**src/verilog/vector_map_pkg.sv**
```systemverilog
// Package of vector map constants, types and slot offsets
package vector_map_pkg;
    // ------------------------------------------------------------
    // Widths and counts
    // ------------------------------------------------------------
    localparam int ADDR_W = 14;
    localparam int NUM_IRQ = 25;
    localparam int IDX_W = 5;
    localparam int SLOT_WORDS = 2;

    // ------------------------------------------------------------
    // Fixed addresses
    // ------------------------------------------------------------
    localparam logic [ADDR_W-1:0] RESET_VECTOR_ADDR = 14'h0000;
    localparam logic [ADDR_W-1:0] IRQ_BASE_OFFSET = 14'h0002;
    localparam logic [ADDR_W-1:0] DEFAULT_BOOT_ADDR = 14'h1c00;
    localparam logic FUSE_PROGRAMMED = 1'b0;

    // ------------------------------------------------------------
    // Source indices, lowest index = lowest vector number
    // ------------------------------------------------------------
    localparam int SRC_EXT_IRQ_ZERO = 0;
    localparam int SRC_EXT_IRQ_ONE = 1;
    localparam int SRC_PIN_CHANGE_IRQ_ZERO = 2;
    localparam int SRC_PIN_CHANGE_IRQ_ONE = 3;
    localparam int SRC_PIN_CHANGE_IRQ_TWO = 4;
    localparam int SRC_WATCHDOG_TIMEOUT_IRQ = 5;
    localparam int SRC_TIMER2_COMPARE_A = 6;
    localparam int SRC_TIMER2_COMPARE_B = 7;
    localparam int SRC_TIMER2_OVERFLOW = 8;
    localparam int SRC_TIMER1_CAPTURE = 9;
    localparam int SRC_TIMER1_COMPARE_A = 10;
    localparam int SRC_TIMER1_COMPARE_B = 11;
    localparam int SRC_TIMER1_OVERFLOW = 12;
    localparam int SRC_TIMER0_COMPARE_A = 13;
    localparam int SRC_TIMER0_COMPARE_B = 14;
    localparam int SRC_TIMER0_OVERFLOW = 15;
    localparam int SRC_SPI_DONE = 16;
    localparam int SRC_USART_RX_DONE = 17;
    localparam int SRC_USART_DATA_EMPTY = 18;
    localparam int SRC_USART_TX_DONE = 19;
    localparam int SRC_ADC_DONE = 20;
    localparam int SRC_EEPROM_READY_IRQ = 21;
    localparam int SRC_ANALOG_COMPARE = 22;
    localparam int SRC_TWO_WIRE_IRQ = 23;
    localparam int SRC_SELF_PROGRAM_READY_IRQ = 24;

    typedef enum logic [2:0] {
        ST_RESET_VEC = 3'b001,
        ST_IDLE = 3'b010,
        ST_IRQ_VEC = 3'b100
    } vec_state_t;

    // Base-table offset of source idx: 0x0002 + 2*idx
    function automatic logic [ADDR_W-1:0] slot_offset(
        input logic [IDX_W-1:0] idx
    );
        logic [ADDR_W-1:0] wide;
        wide = ADDR_W'(idx);
        slot_offset = IRQ_BASE_OFFSET + ADDR_W'(wide * SLOT_WORDS);
    endfunction
endpackage

```
**src/verilog/vector_req_if.sv**
```systemverilog
// Interface carrying a winning request between encoder and mapper
`timescale 1ns/1ps
interface vector_req_if;
    import vector_map_pkg::*;
    logic valid;
    logic [IDX_W-1:0] index;
    modport producer (output valid, output index);
    modport consumer (input valid, input index);
endinterface

```
**src/verilog/irq_priority_encoder.sv**
```systemverilog
// Fixed priority encoder: lowest source index wins
`timescale 1ns/1ps
module irq_priority_encoder
    import vector_map_pkg::*;
#(
    parameter int N = NUM_IRQ
) (
    input wire logic [N-1:0] i_req,
    vector_req_if.producer req
);
    logic [IDX_W-1:0] win_idx;

    // ------------------------------------------------------------
    // Search from top down so lowest index is assigned last
    // ------------------------------------------------------------
    always_comb begin
        win_idx = '0;
        for (int k = N - 1; k >= 0; k--) begin
            if (i_req[k]) begin
                win_idx = IDX_W'(k);
            end
        end
    end

    assign req.valid = |i_req;
    assign req.index = win_idx;
endmodule

```
**src/verilog/reset_interrupt_vector_map.sv**
```systemverilog
// Reset and interrupt vector address map for the core fetch logic
// Function
// - Reset vectors to address 0x0000 when boot fuse is unprogrammed.
// - External request zero at 0x0002, request one at 0x0004.
// - Three pin-change requests at 0x0006..0x000A, watchdog at 0x000C.
// - Timer two compare A, compare B, overflow at 0x000E..0x0012.
// - Timer one capture, compare A, B, overflow at 0x0014..0x001A.
// - Timer zero compare A, compare B, overflow at 0x001C..0x0020.
// - SPI at 0x0022, then USART receive, empty, transmit to 0x0028.
// - ADC 0x002A, EEPROM, comparator, two-wire, self-program last 0x0032.
// - Vector select bit moves interrupt table, not reset, to boot start.
// - Relocated vector equals boot start plus base-table offset.
// - Programmed boot fuse starts execution at the boot loader address.
// - Reset address from fuse only; interrupt base from select bit only.
// - Fuse value 1 means unprogrammed, 0 means programmed.
// - Unused vector slots are plain program memory, no special handling.
// - Unused slots in either section may hold regular code.
`timescale 1ns/1ps
module reset_interrupt_vector_map
    import vector_map_pkg::*;
#(
    parameter logic [ADDR_W-1:0] BOOT_RESET_ADDR = DEFAULT_BOOT_ADDR
) (
    input wire logic I_MCLK,
    input wire logic I_RESETN,
    input wire logic I_BOOT_RESET_SELECT_FUSE,
    input wire logic I_VECTOR_TABLE_SELECT_BIT,
    input wire logic [NUM_IRQ-1:0] I_IRQ_PENDING,
    input wire logic I_VECTOR_ACK,
    output logic O_VECTOR_VALID,
    output logic O_VECTOR_IS_RESET,
    output logic [ADDR_W-1:0] O_VECTOR_ADDR,
    output logic [IDX_W-1:0] O_VECTOR_INDEX,
    output logic [ADDR_W-1:0] O_RESET_ADDR,
    output logic [ADDR_W-1:0] O_IRQ_BASE_ADDR
);
    // ------------------------------------------------------------
    // Priority selection
    // ------------------------------------------------------------
    vector_req_if req_bus ();

    irq_priority_encoder #(
        .N(NUM_IRQ)
    ) irq_priority_encoder_i (
        .i_req(I_IRQ_PENDING),
        .req(req_bus.producer)
    );

    // ------------------------------------------------------------
    // Address decoding
    // ------------------------------------------------------------
    // Fuse reads 0 when programmed
    wire boot_fuse_programmed = (I_BOOT_RESET_SELECT_FUSE
                                 == FUSE_PROGRAMMED);
    // Reset address depends on the fuse alone
    wire [ADDR_W-1:0] reset_addr_sel = boot_fuse_programmed
        ? BOOT_RESET_ADDR
        : RESET_VECTOR_ADDR;
    // Table start depends on the select bit alone
    wire [ADDR_W-1:0] table_start = I_VECTOR_TABLE_SELECT_BIT
        ? BOOT_RESET_ADDR
        : '0;
    wire [ADDR_W-1:0] irq_base_sel = table_start + IRQ_BASE_OFFSET;
    // Slot offsets follow source order, two words each
    wire [ADDR_W-1:0] win_offset =
        slot_offset(req_bus.index);
    wire [ADDR_W-1:0] irq_addr_sel = table_start + win_offset;
    wire take_irq = req_bus.valid;

    // ------------------------------------------------------------
    // Vector sequencer
    // ------------------------------------------------------------
    // No interrupt slot is fetched unless its request is pending, so unused slots
    // stay ordinary program memory to the core.
    vec_state_t state_reg;
    vec_state_t state_next;
    logic valid_next;
    logic is_reset_next;
    logic [ADDR_W-1:0] addr_next;
    logic [IDX_W-1:0] index_next;
    logic valid_reg;
    logic is_reset_reg;
    logic [ADDR_W-1:0] addr_reg;
    logic [IDX_W-1:0] index_reg;
    logic [ADDR_W-1:0] reset_addr_reg;
    logic [ADDR_W-1:0] irq_base_reg;

    always_comb begin
        state_next = state_reg;
        valid_next = valid_reg;
        is_reset_next = is_reset_reg;
        addr_next = addr_reg;
        index_next = index_reg;
        unique case (state_reg)
            ST_RESET_VEC: begin
                // Present reset target after any system reset
                valid_next = 1'b1;
                is_reset_next = 1'b1;
                addr_next = reset_addr_sel;
                index_next = '0;
                if (valid_reg && I_VECTOR_ACK) begin
                    state_next = ST_IDLE;
                    valid_next = 1'b0;
                    is_reset_next = 1'b0;
                end
            end
            ST_IDLE: begin
                if (take_irq) begin
                    state_next = ST_IRQ_VEC;
                    valid_next = 1'b1;
                    addr_next = irq_addr_sel;
                    index_next = req_bus.index;
                end
            end
            ST_IRQ_VEC: begin
                // Hold the taken vector stable until the core accepts it
                if (I_VECTOR_ACK) begin
                    state_next = ST_IDLE;
                    valid_next = 1'b0;
                end
            end
            default: begin
                state_next = ST_RESET_VEC;
                valid_next = 1'b0;
                is_reset_next = 1'b0;
            end
        endcase
    end

    always_ff @(posedge I_MCLK or negedge I_RESETN) begin
        if (!I_RESETN) begin
            state_reg <= ST_RESET_VEC;
            valid_reg <= 1'b0;
            is_reset_reg <= 1'b0;
            addr_reg <= RESET_VECTOR_ADDR;
            index_reg <= '0;
            reset_addr_reg <= RESET_VECTOR_ADDR;
            irq_base_reg <= IRQ_BASE_OFFSET;
        end else begin
            state_reg <= state_next;
            valid_reg <= valid_next;
            is_reset_reg <= is_reset_next;
            addr_reg <= addr_next;
            index_reg <= index_next;
            reset_addr_reg <= reset_addr_sel;
            irq_base_reg <= irq_base_sel;
        end
    end

    assign O_VECTOR_VALID = valid_reg;
    assign O_VECTOR_IS_RESET = is_reset_reg;
    assign O_VECTOR_ADDR = addr_reg;
    assign O_VECTOR_INDEX = index_reg;
    assign O_RESET_ADDR = reset_addr_reg;
    assign O_IRQ_BASE_ADDR = irq_base_reg;
endmodule

```
**config.mk**
```make
export PLATFORM = sky130hd
export DESIGN_NAME = reset_interrupt_vector_map
export DESIGN_NICKNAME = d
export VERILOG_FILES = /design/src/verilog/vector_map_pkg.sv /design/src/verilog/vector_req_if.sv /design/src/verilog/irq_priority_encoder.sv /design/src/verilog/reset_interrupt_vector_map.sv
export SDC_FILE = /design/constraint.sdc
export NUM_CORES = 1
export LEC_CHECK = 0
export ABC_AREA = 1
export BUFFER_PORTS_ARGS = -buffer_cell sky130_fd_sc_hd__buf_2
export CAP_MARGIN = 20
export CORE_MARGIN = 5
export CORE_UTILIZATION = 25
export DETAILED_ROUTE_END_ITERATION = 8
export GPL_ROUTABILITY_DRIVEN = 0
export PLACE_DENSITY_LB_ADDON = 0.3
export REMOVE_ABC_BUFFERS = 1
export SYNTH_ARGS = -nofsm -noshare
export SYNTH_HDL_FRONTEND = slang
export SYNTH_SLANG_ARGS = --single-unit
```
**constraint.sdc**
```tcl
create_clock -name I_MCLK -period 3.86 [get_ports I_MCLK]
set_clock_uncertainty 0.1 [all_clocks]
set_input_delay 0.193 -clock I_MCLK [delete_from_list [all_inputs] [get_ports I_MCLK]]
set_output_delay 0.193 -clock I_MCLK [all_outputs]
set_load 0.02 [all_outputs]
```
Yosys cells after proc, flatten, opt, wreduce, memory -nomap -nowiden --
Cells that the tools add are included.
Storage, ports and cells: output and inout bits 49, bits of input ports 30, register bits after elaboration 51, logic and storage cells 63
Operators by class: mux-type cells 40, eq/ne operators 6, reduce and logical (&&, ||, !) cells 7, $add $sub $neg 3
Operators with widths (number):
- 5-bit 2-to-1 mux | 26
- 14-bit one-hot mux with 2 select lines | 1
- 13-bit 2-to-1 mux | 2
- 25-bit OR reduction | 1
- 13-bit by 2-bit adder with 14-bit output (second input constant) | 1
- 13-bit by 7-bit adder with 14-bit output | 1
- 14-bit 2-to-1 mux | 1
- 5-bit one-hot mux with 2 select lines | 1
- 3-bit 2-to-1 mux | 3
- 3-bit one-hot mux with 3 select lines | 1
- 2-bit by 6-bit adder with 7-bit output (first input constant) | 1
- 2-bit != test (second input constant) | 2
- 2-bit AND reduction | 2
- 3-bit by 1-bit == test with 1-bit output (second input constant) | 1
- 3-bit by 2-bit == test with 1-bit output (second input constant) | 1
- 3-bit == test (second input constant) | 1
- 1-bit 2-to-1 mux | 3
- 1-bit one-hot mux with 3 select lines | 1
- 3-bit AND reduction | 1
- 2-bit by 1-bit != test with 1-bit output (second input constant) | 1
- 1-bit one-hot mux with 2 select lines | 1
- 2-bit nonzero test | 1
- 2-bit OR reduction | 1
- 1-bit logical AND | 1

Longest topological paths before layout --
depth in word-level cells 29, depth in mapped cells 27

By module --
Synthesis repeated with hierarchy kept, for this count alone.
Second synthesis, totals: cells, all modules 239, area, all modules 1561.5 um^2
Modules (own cells, without submodules):
- reset_interrupt_vector_map | seq. area each 476.7 um^2, area each 1201.2 um^2, cells an instance 159, instances 1
- irq_priority_encoder | seq. area each 0.0 um^2, area each 360.3 um^2, cells an instance 80, instances 1

Least setup slack after synthesis --
OpenSTA, ideal clock, no wires.
path type input to register, start in I_IRQ_PENDING[22], end reg addr_reg[5] (netlist: O_VECTOR_ADDR[5]), cell stages on the path 27, data arrival time 1.734 ns, path slack 1.906 ns, library setup time 0.121 ns, path through inv_1 -> nand2_1 -> nand2_1 -> nand2_1 -> nand2_1 -> nand2_1 -> nand2_1 -> nand2_1 -> nand2_1 -> nand2_1 -> nand2_1 -> nand2_1 -> nand2_1 -> nand2_1 -> nand2_1 -> nand2_1 -> nand2_1 -> nand2_1 -> nand2_1 -> nand2_1 -> nand2_1 -> nand2_2 -> a21oi_4 -> ha_1 -> nand2_1 -> o21ai_0 -> a22o_1
Between the ends: cells in the longest elaborated chain, start to end 27, elaborated cells between the ends (all ways) 30, those cells by class add/sub: 2; eq/ne: 1; mux: 25; reduce/logical: 2
Ends and longest elaborated chain:
- start: declaration | RTL line reset_interrupt_vector_map.sv:28 | input wire logic [NUM_IRQ-1:0] I_IRQ_PENDING,
- 5-bit 2-to-1 mux (23 in a row) | RTL line irq_priority_encoder.sv:19 | if (i_req[k]) begin
- 2-bit by 6-bit adder with 7-bit output | RTL line vector_map_pkg.sv:60 | slot_offset = IRQ_BASE_OFFSET + ADDR_W'(wide * SLOT_WORDS);
- 13-bit by 7-bit adder with 14-bit output | RTL line reset_interrupt_vector_map.sv:67 | wire [ADDR_W-1:0] irq_addr_sel = table_start + win_offset;
- 14-bit 2-to-1 mux | RTL line reset_interrupt_vector_map.sv:108 | if (take_irq) begin
- 14-bit one-hot mux with 2 select lines | RTL line reset_interrupt_vector_map.sv:94 | unique case (state_reg)
- end signal: assignment | RTL line reset_interrupt_vector_map.sv:143 | addr_reg <= addr_next;
- end: declaration | RTL line reset_interrupt_vector_map.sv:83 | logic [ADDR_W-1:0] addr_reg;
Parallel ways exist; a longest one is shown, timed or not. The select of a mux whose other input is x is not followed. A chain may end at the register's enable or synchronous reset.

Worst setup path after layout --
start reg state_reg[2], end reg addr_reg[12] (netlist: O_VECTOR_ADDR[12])
Between the ends: cells in the longest elaborated chain, start to end 3, elaborated cells between the ends (all ways) 6, those cells by class eq/ne: 3; mux: 1; reduce/logical: 2
Ends and longest elaborated chain:
- start: declaration | RTL line reset_interrupt_vector_map.sv:75 | vec_state_t state_reg;
- start signal: assignment | RTL line reset_interrupt_vector_map.sv:140 | state_reg <= state_next;
- 3-bit by 2-bit == test with 1-bit output / 3-bit by 1-bit == test with 1-bit output (equally long branches) | RTL line reset_interrupt_vector_map.sv:94
- 2-bit by 1-bit != test with 1-bit output (no source line) / 2-bit nonzero test (equally long branches)
- 2-bit AND reduction (no source line)
Parallel ways exist; a longest one is shown, timed or not.

==> results.sh <==
export IMPL_drt_pass1_iterations=4
export IMPL_drtAntennaViolNets=0
export IMPL_tightest_slew_ps=591
export IMPL_hold_path_class="input pin to flop"
export IMPL_synth_edf_count=0
export IMPL_synthDistinctLibCells=28
export IMPL_clock_latency_ps=250
export IMPL_ys_seq_area_share_pct=32.6
export IMPL_cp_top_family="simple AND/OR/NAND/NOR gates"
export IMPL_rsz0062_at_grt="false"
export IMPL_area_growth_pct=17.5
export IMPL_synth_top_area_share_pct=30.8
export IMPL_seq_power_share_pct=35.7
export IMPL_drv_slew=0
export IMPL_cts_buffers=3
export IMPL_cts_repair_resized=0
export IMPL_synth_area_leader_cell="dfrtp_1"
export IMPL_finalSetupViolCount=0
export IMPL_p_switching_mw=0.341
export IMPL_ys_flop_type="dfrtp_1"
export IMPL_placement_io_buffers=51
export IMPL_grt_max_degree=20
export IMPL_initial_utilization_pct=26.1
export IMPL_worstPathArrival_ps=2140
export IMPL_cpMaxStageDelayCell="nor3_1"
export IMPL_worst_setup_path_end_kind="flop"
export IMPL_first_global_vias=1244
export IMPL_drc=0
export IMPL_crit_type="flop to flop"
export IMPL_hold_violations=0
export IMPL_viasPerCell=3.84
export IMPL_cap_violations=0
export IMPL_wl_per_cell_um=9.64
export IMPL_die_area_sq_mm=0.00748
export IMPL_wirelength_um=3160
export IMPL_grt_pass1_wl_um=5130
export IMPL_power_density_mw_per_mm2=448
export IMPL_drive_gt1_share_pct=28.9
export IMPL_n_antenna_cell=0
export IMPL_largest_reg_flops=7
export IMPL_fin_hold_ws_ps=110
export IMPL_clkPwrFrac_pct=18.0
export IMPL_die_h_um=86.5
export IMPL_cts_tree="yes"
export IMPL_p_sw_share_pct=44.3
export IMPL_hpwlAfterDp_um=2740
export IMPL_cts_hold_fix_buffers=3
export IMPL_slowest_delay_ps=510
export IMPL_yosys_cell_count_top_type="nand2_1"
export IMPL_crit_buf_inv=2
export IMPL_period_share_pct=54.3
export IMPL_vdd_ir_drop_worst_uv=203
export IMPL_p_int_mw=0.429
export IMPL_place_area_sq_mm=0.00164
export IMPL_vias=1260
export IMPL_synthesis_yosys_warnings=0
export IMPL_htreeDepth=1
export IMPL_avgSynthCellArea_sq_um=7.07
export IMPL_grt_overflow=0
export IMPL_synth_area_leaders="dfrtp_1 (31%), buf_4 (17%), nand2_1 (15%)"
export IMPL_cp_cell_sequence="nor3_1, nand3_1, nand2_1, nor2_2, clkinv_2, nor2_8, nor2_4, inv_2, nor2_1, a31oi_1"
export IMPL_clock_sinks=19
export IMPL_syn_inst=207
export IMPL_io_pins=79
export IMPL_ys_top_cells_by_count="nand2_1 (58), inv_1 (35), buf_4 (33)"
export IMPL_finalNetCount=288
export IMPL_cp_max_fo=11
export IMPL_drt_iter0_markers=27
export IMPL_synthArstFlopShare_pct=100
export IMPL_cts_buffer_depth=2
export IMPL_root_buffer="clkbuf_8"
export IMPL_grt_use_total_pct=8.43
export IMPL_max_slew_margin_pct=60.3
export IMPL_period_minus_slack_ps=2090
export IMPL_synth_seq_cells=19
export IMPL_rows=27
export IMPL_clkTransAtPathRegs_ps=70
export IMPL_syn_area_sq_mm=0.00146
export IMPL_post_cts_buffers=0
export IMPL_die_x_um=86.5
export IMPL_totalNegativeSetupSlack_ps=0
export IMPL_p_comb_share_pct=46.3
export IMPL_power_leakage_nw=1.02
export IMPL_crit_required_ps=3900
export IMPL_core_sq_mm=0.00561
export IMPL_antenna_found_initial=0
export IMPL_design_area_sq_mm=0.00172
export IMPL_crit_path_start_kind="flop"
export IMPL_max_freq_ghz=0.478
export IMPL_status="completed"
-- cell families (layout without fill, tap and decap cells) --
| kind of cell | count (synthesis) | count (layout) | share of synthesized area (%) |
|---|---|---|---|
| AO/OA/AOI/OAI | 17 | 17 | 7.44 |
| adder cells (fa/ha/maj) | 1 | 1 | 0.855 |
| buffers and inverters | 75 | 99 | 28.3 |
| flip-flops | 19 | 19 | 32.6 |
| other | 2 | 27 | 0.513 |
| AND/OR/NAND/NOR | 93 | 93 | 30.3 |
-- worst register-to-register path: stages (launching register included) --
cell and delay, ps:
dfrtp_1 400, nor3_1 510, nand3_1 240, nand2_1 130, nor2_2 50, clkinv_2 90
nor2_8 50, nor2_4 220, inv_2 70, nor2_1 80, a31oi_1 40
-- worst paths after layout --
kind | endpoint | cells after the start | slack (ps) | start
min in group asynchronous | O_IRQ_BASE_ADDR[11]$_DFF_PN0_ | 2 | 300 | I_RESETN
worst max-delay path | O_VECTOR_ADDR[12]$_DFFE_PN0P_ | 10 | 1770 | state_reg[2]$_DFFE_PN0P_
worst max register to register | O_VECTOR_ADDR[12]$_DFFE_PN0P_ | 10 | 1770 | state_reg[2]$_DFFE_PN0P_
worst min register to register | O_VECTOR_IS_RESET$_DFFE_PN0N_ | 2 | 380 | O_VECTOR_IS_RESET$_DFFE_PN0N_
max in group asynchronous | state_reg[0]$_DFFE_PN1P_ | 2 | 3040 | I_RESETN
worst min-delay path | state_reg[2]$_DFFE_PN0P_ | 4 | 110 | I_VECTOR_ACK
-- area by class of cell --
cell class / count / area, sq um
inverters: 41 / 155
flip-flops and latches: 19 / 477
clock buffers: 4 / 45.0
multi-input cells: 138 / 666
fillers: 632 / 3890
repair buffers: 54 / 285
well taps: 72 / 90.1
-- per-layer routing --
| metal | routed length, um | part of all wire (%) | track usage [%] | vias to the layer above |
|---|---|---|---|---|
| met2 | 1610 | 51 | 15.2 | 41 |
| met5 | 0 | 0 | 0 | - |
| met4 | 34 | 1.1 | 3.40 | 0 |
| met3 | 222 | 7.0 | 1.24 | 4 |
| li1 | - | - | - | 667 |
| met1 | 1290 | 41 | 9.90 | 548 |
-- power groups by stage --
stage / clock network (mW) / registers, mW / logic (mW)
finish: 0.138 / 0.275 / 0.357
CTS: 0.145 / 0.276 / 0.365
global placement: 0 / 0.280 / 0.358
detailed placement: 0 / 0.281 / 0.359
floorplan: 0 / 0.330 / 0.199
global route: 0.151 / 0.281 / 0.400
-- metrics by stage --
step | worst slack, ps | power, mW | instances | utilization (%)
floorplan | 1910 | 0.530 | 198 | -
detailed placement | 1600 | 0.640 | 321 | 29.3
CTS | 1730 | 0.785 | 328 | 30.6
global placement | 1610 | 0.638 | 321 | 29.3
finish | 1770 | 0.770 | 328 | 30.6
global route | 1570 | 0.832 | 328 | 30.6
-- placed cells by master, fill, tap and decap left out, types with 2 or more instances in the layout --
| master | n |
|---|---|
| dfrtp_1 | 18 |
| conb_1 | 27 |
| a21oi_1 | 4 |
| o21ai_0 | 2 |
| dlygate4sd3_1 | 3 |
| inv_1 | 35 |
| nand3_1 | 9 |
| nand2_1 | 58 |
| nand2_2 | 2 |
| inv_2 | 5 |
| nor4_2 | 3 |
| nor2_1 | 12 |
| clkbuf_8 | 3 |
| nor2_2 | 2 |
| buf_2 | 51 |
| a22o_1 | 2 |
| nor3_2 | 2 |
| o21ai_1 | 6 |
Power figures use the tool's default switching activity.
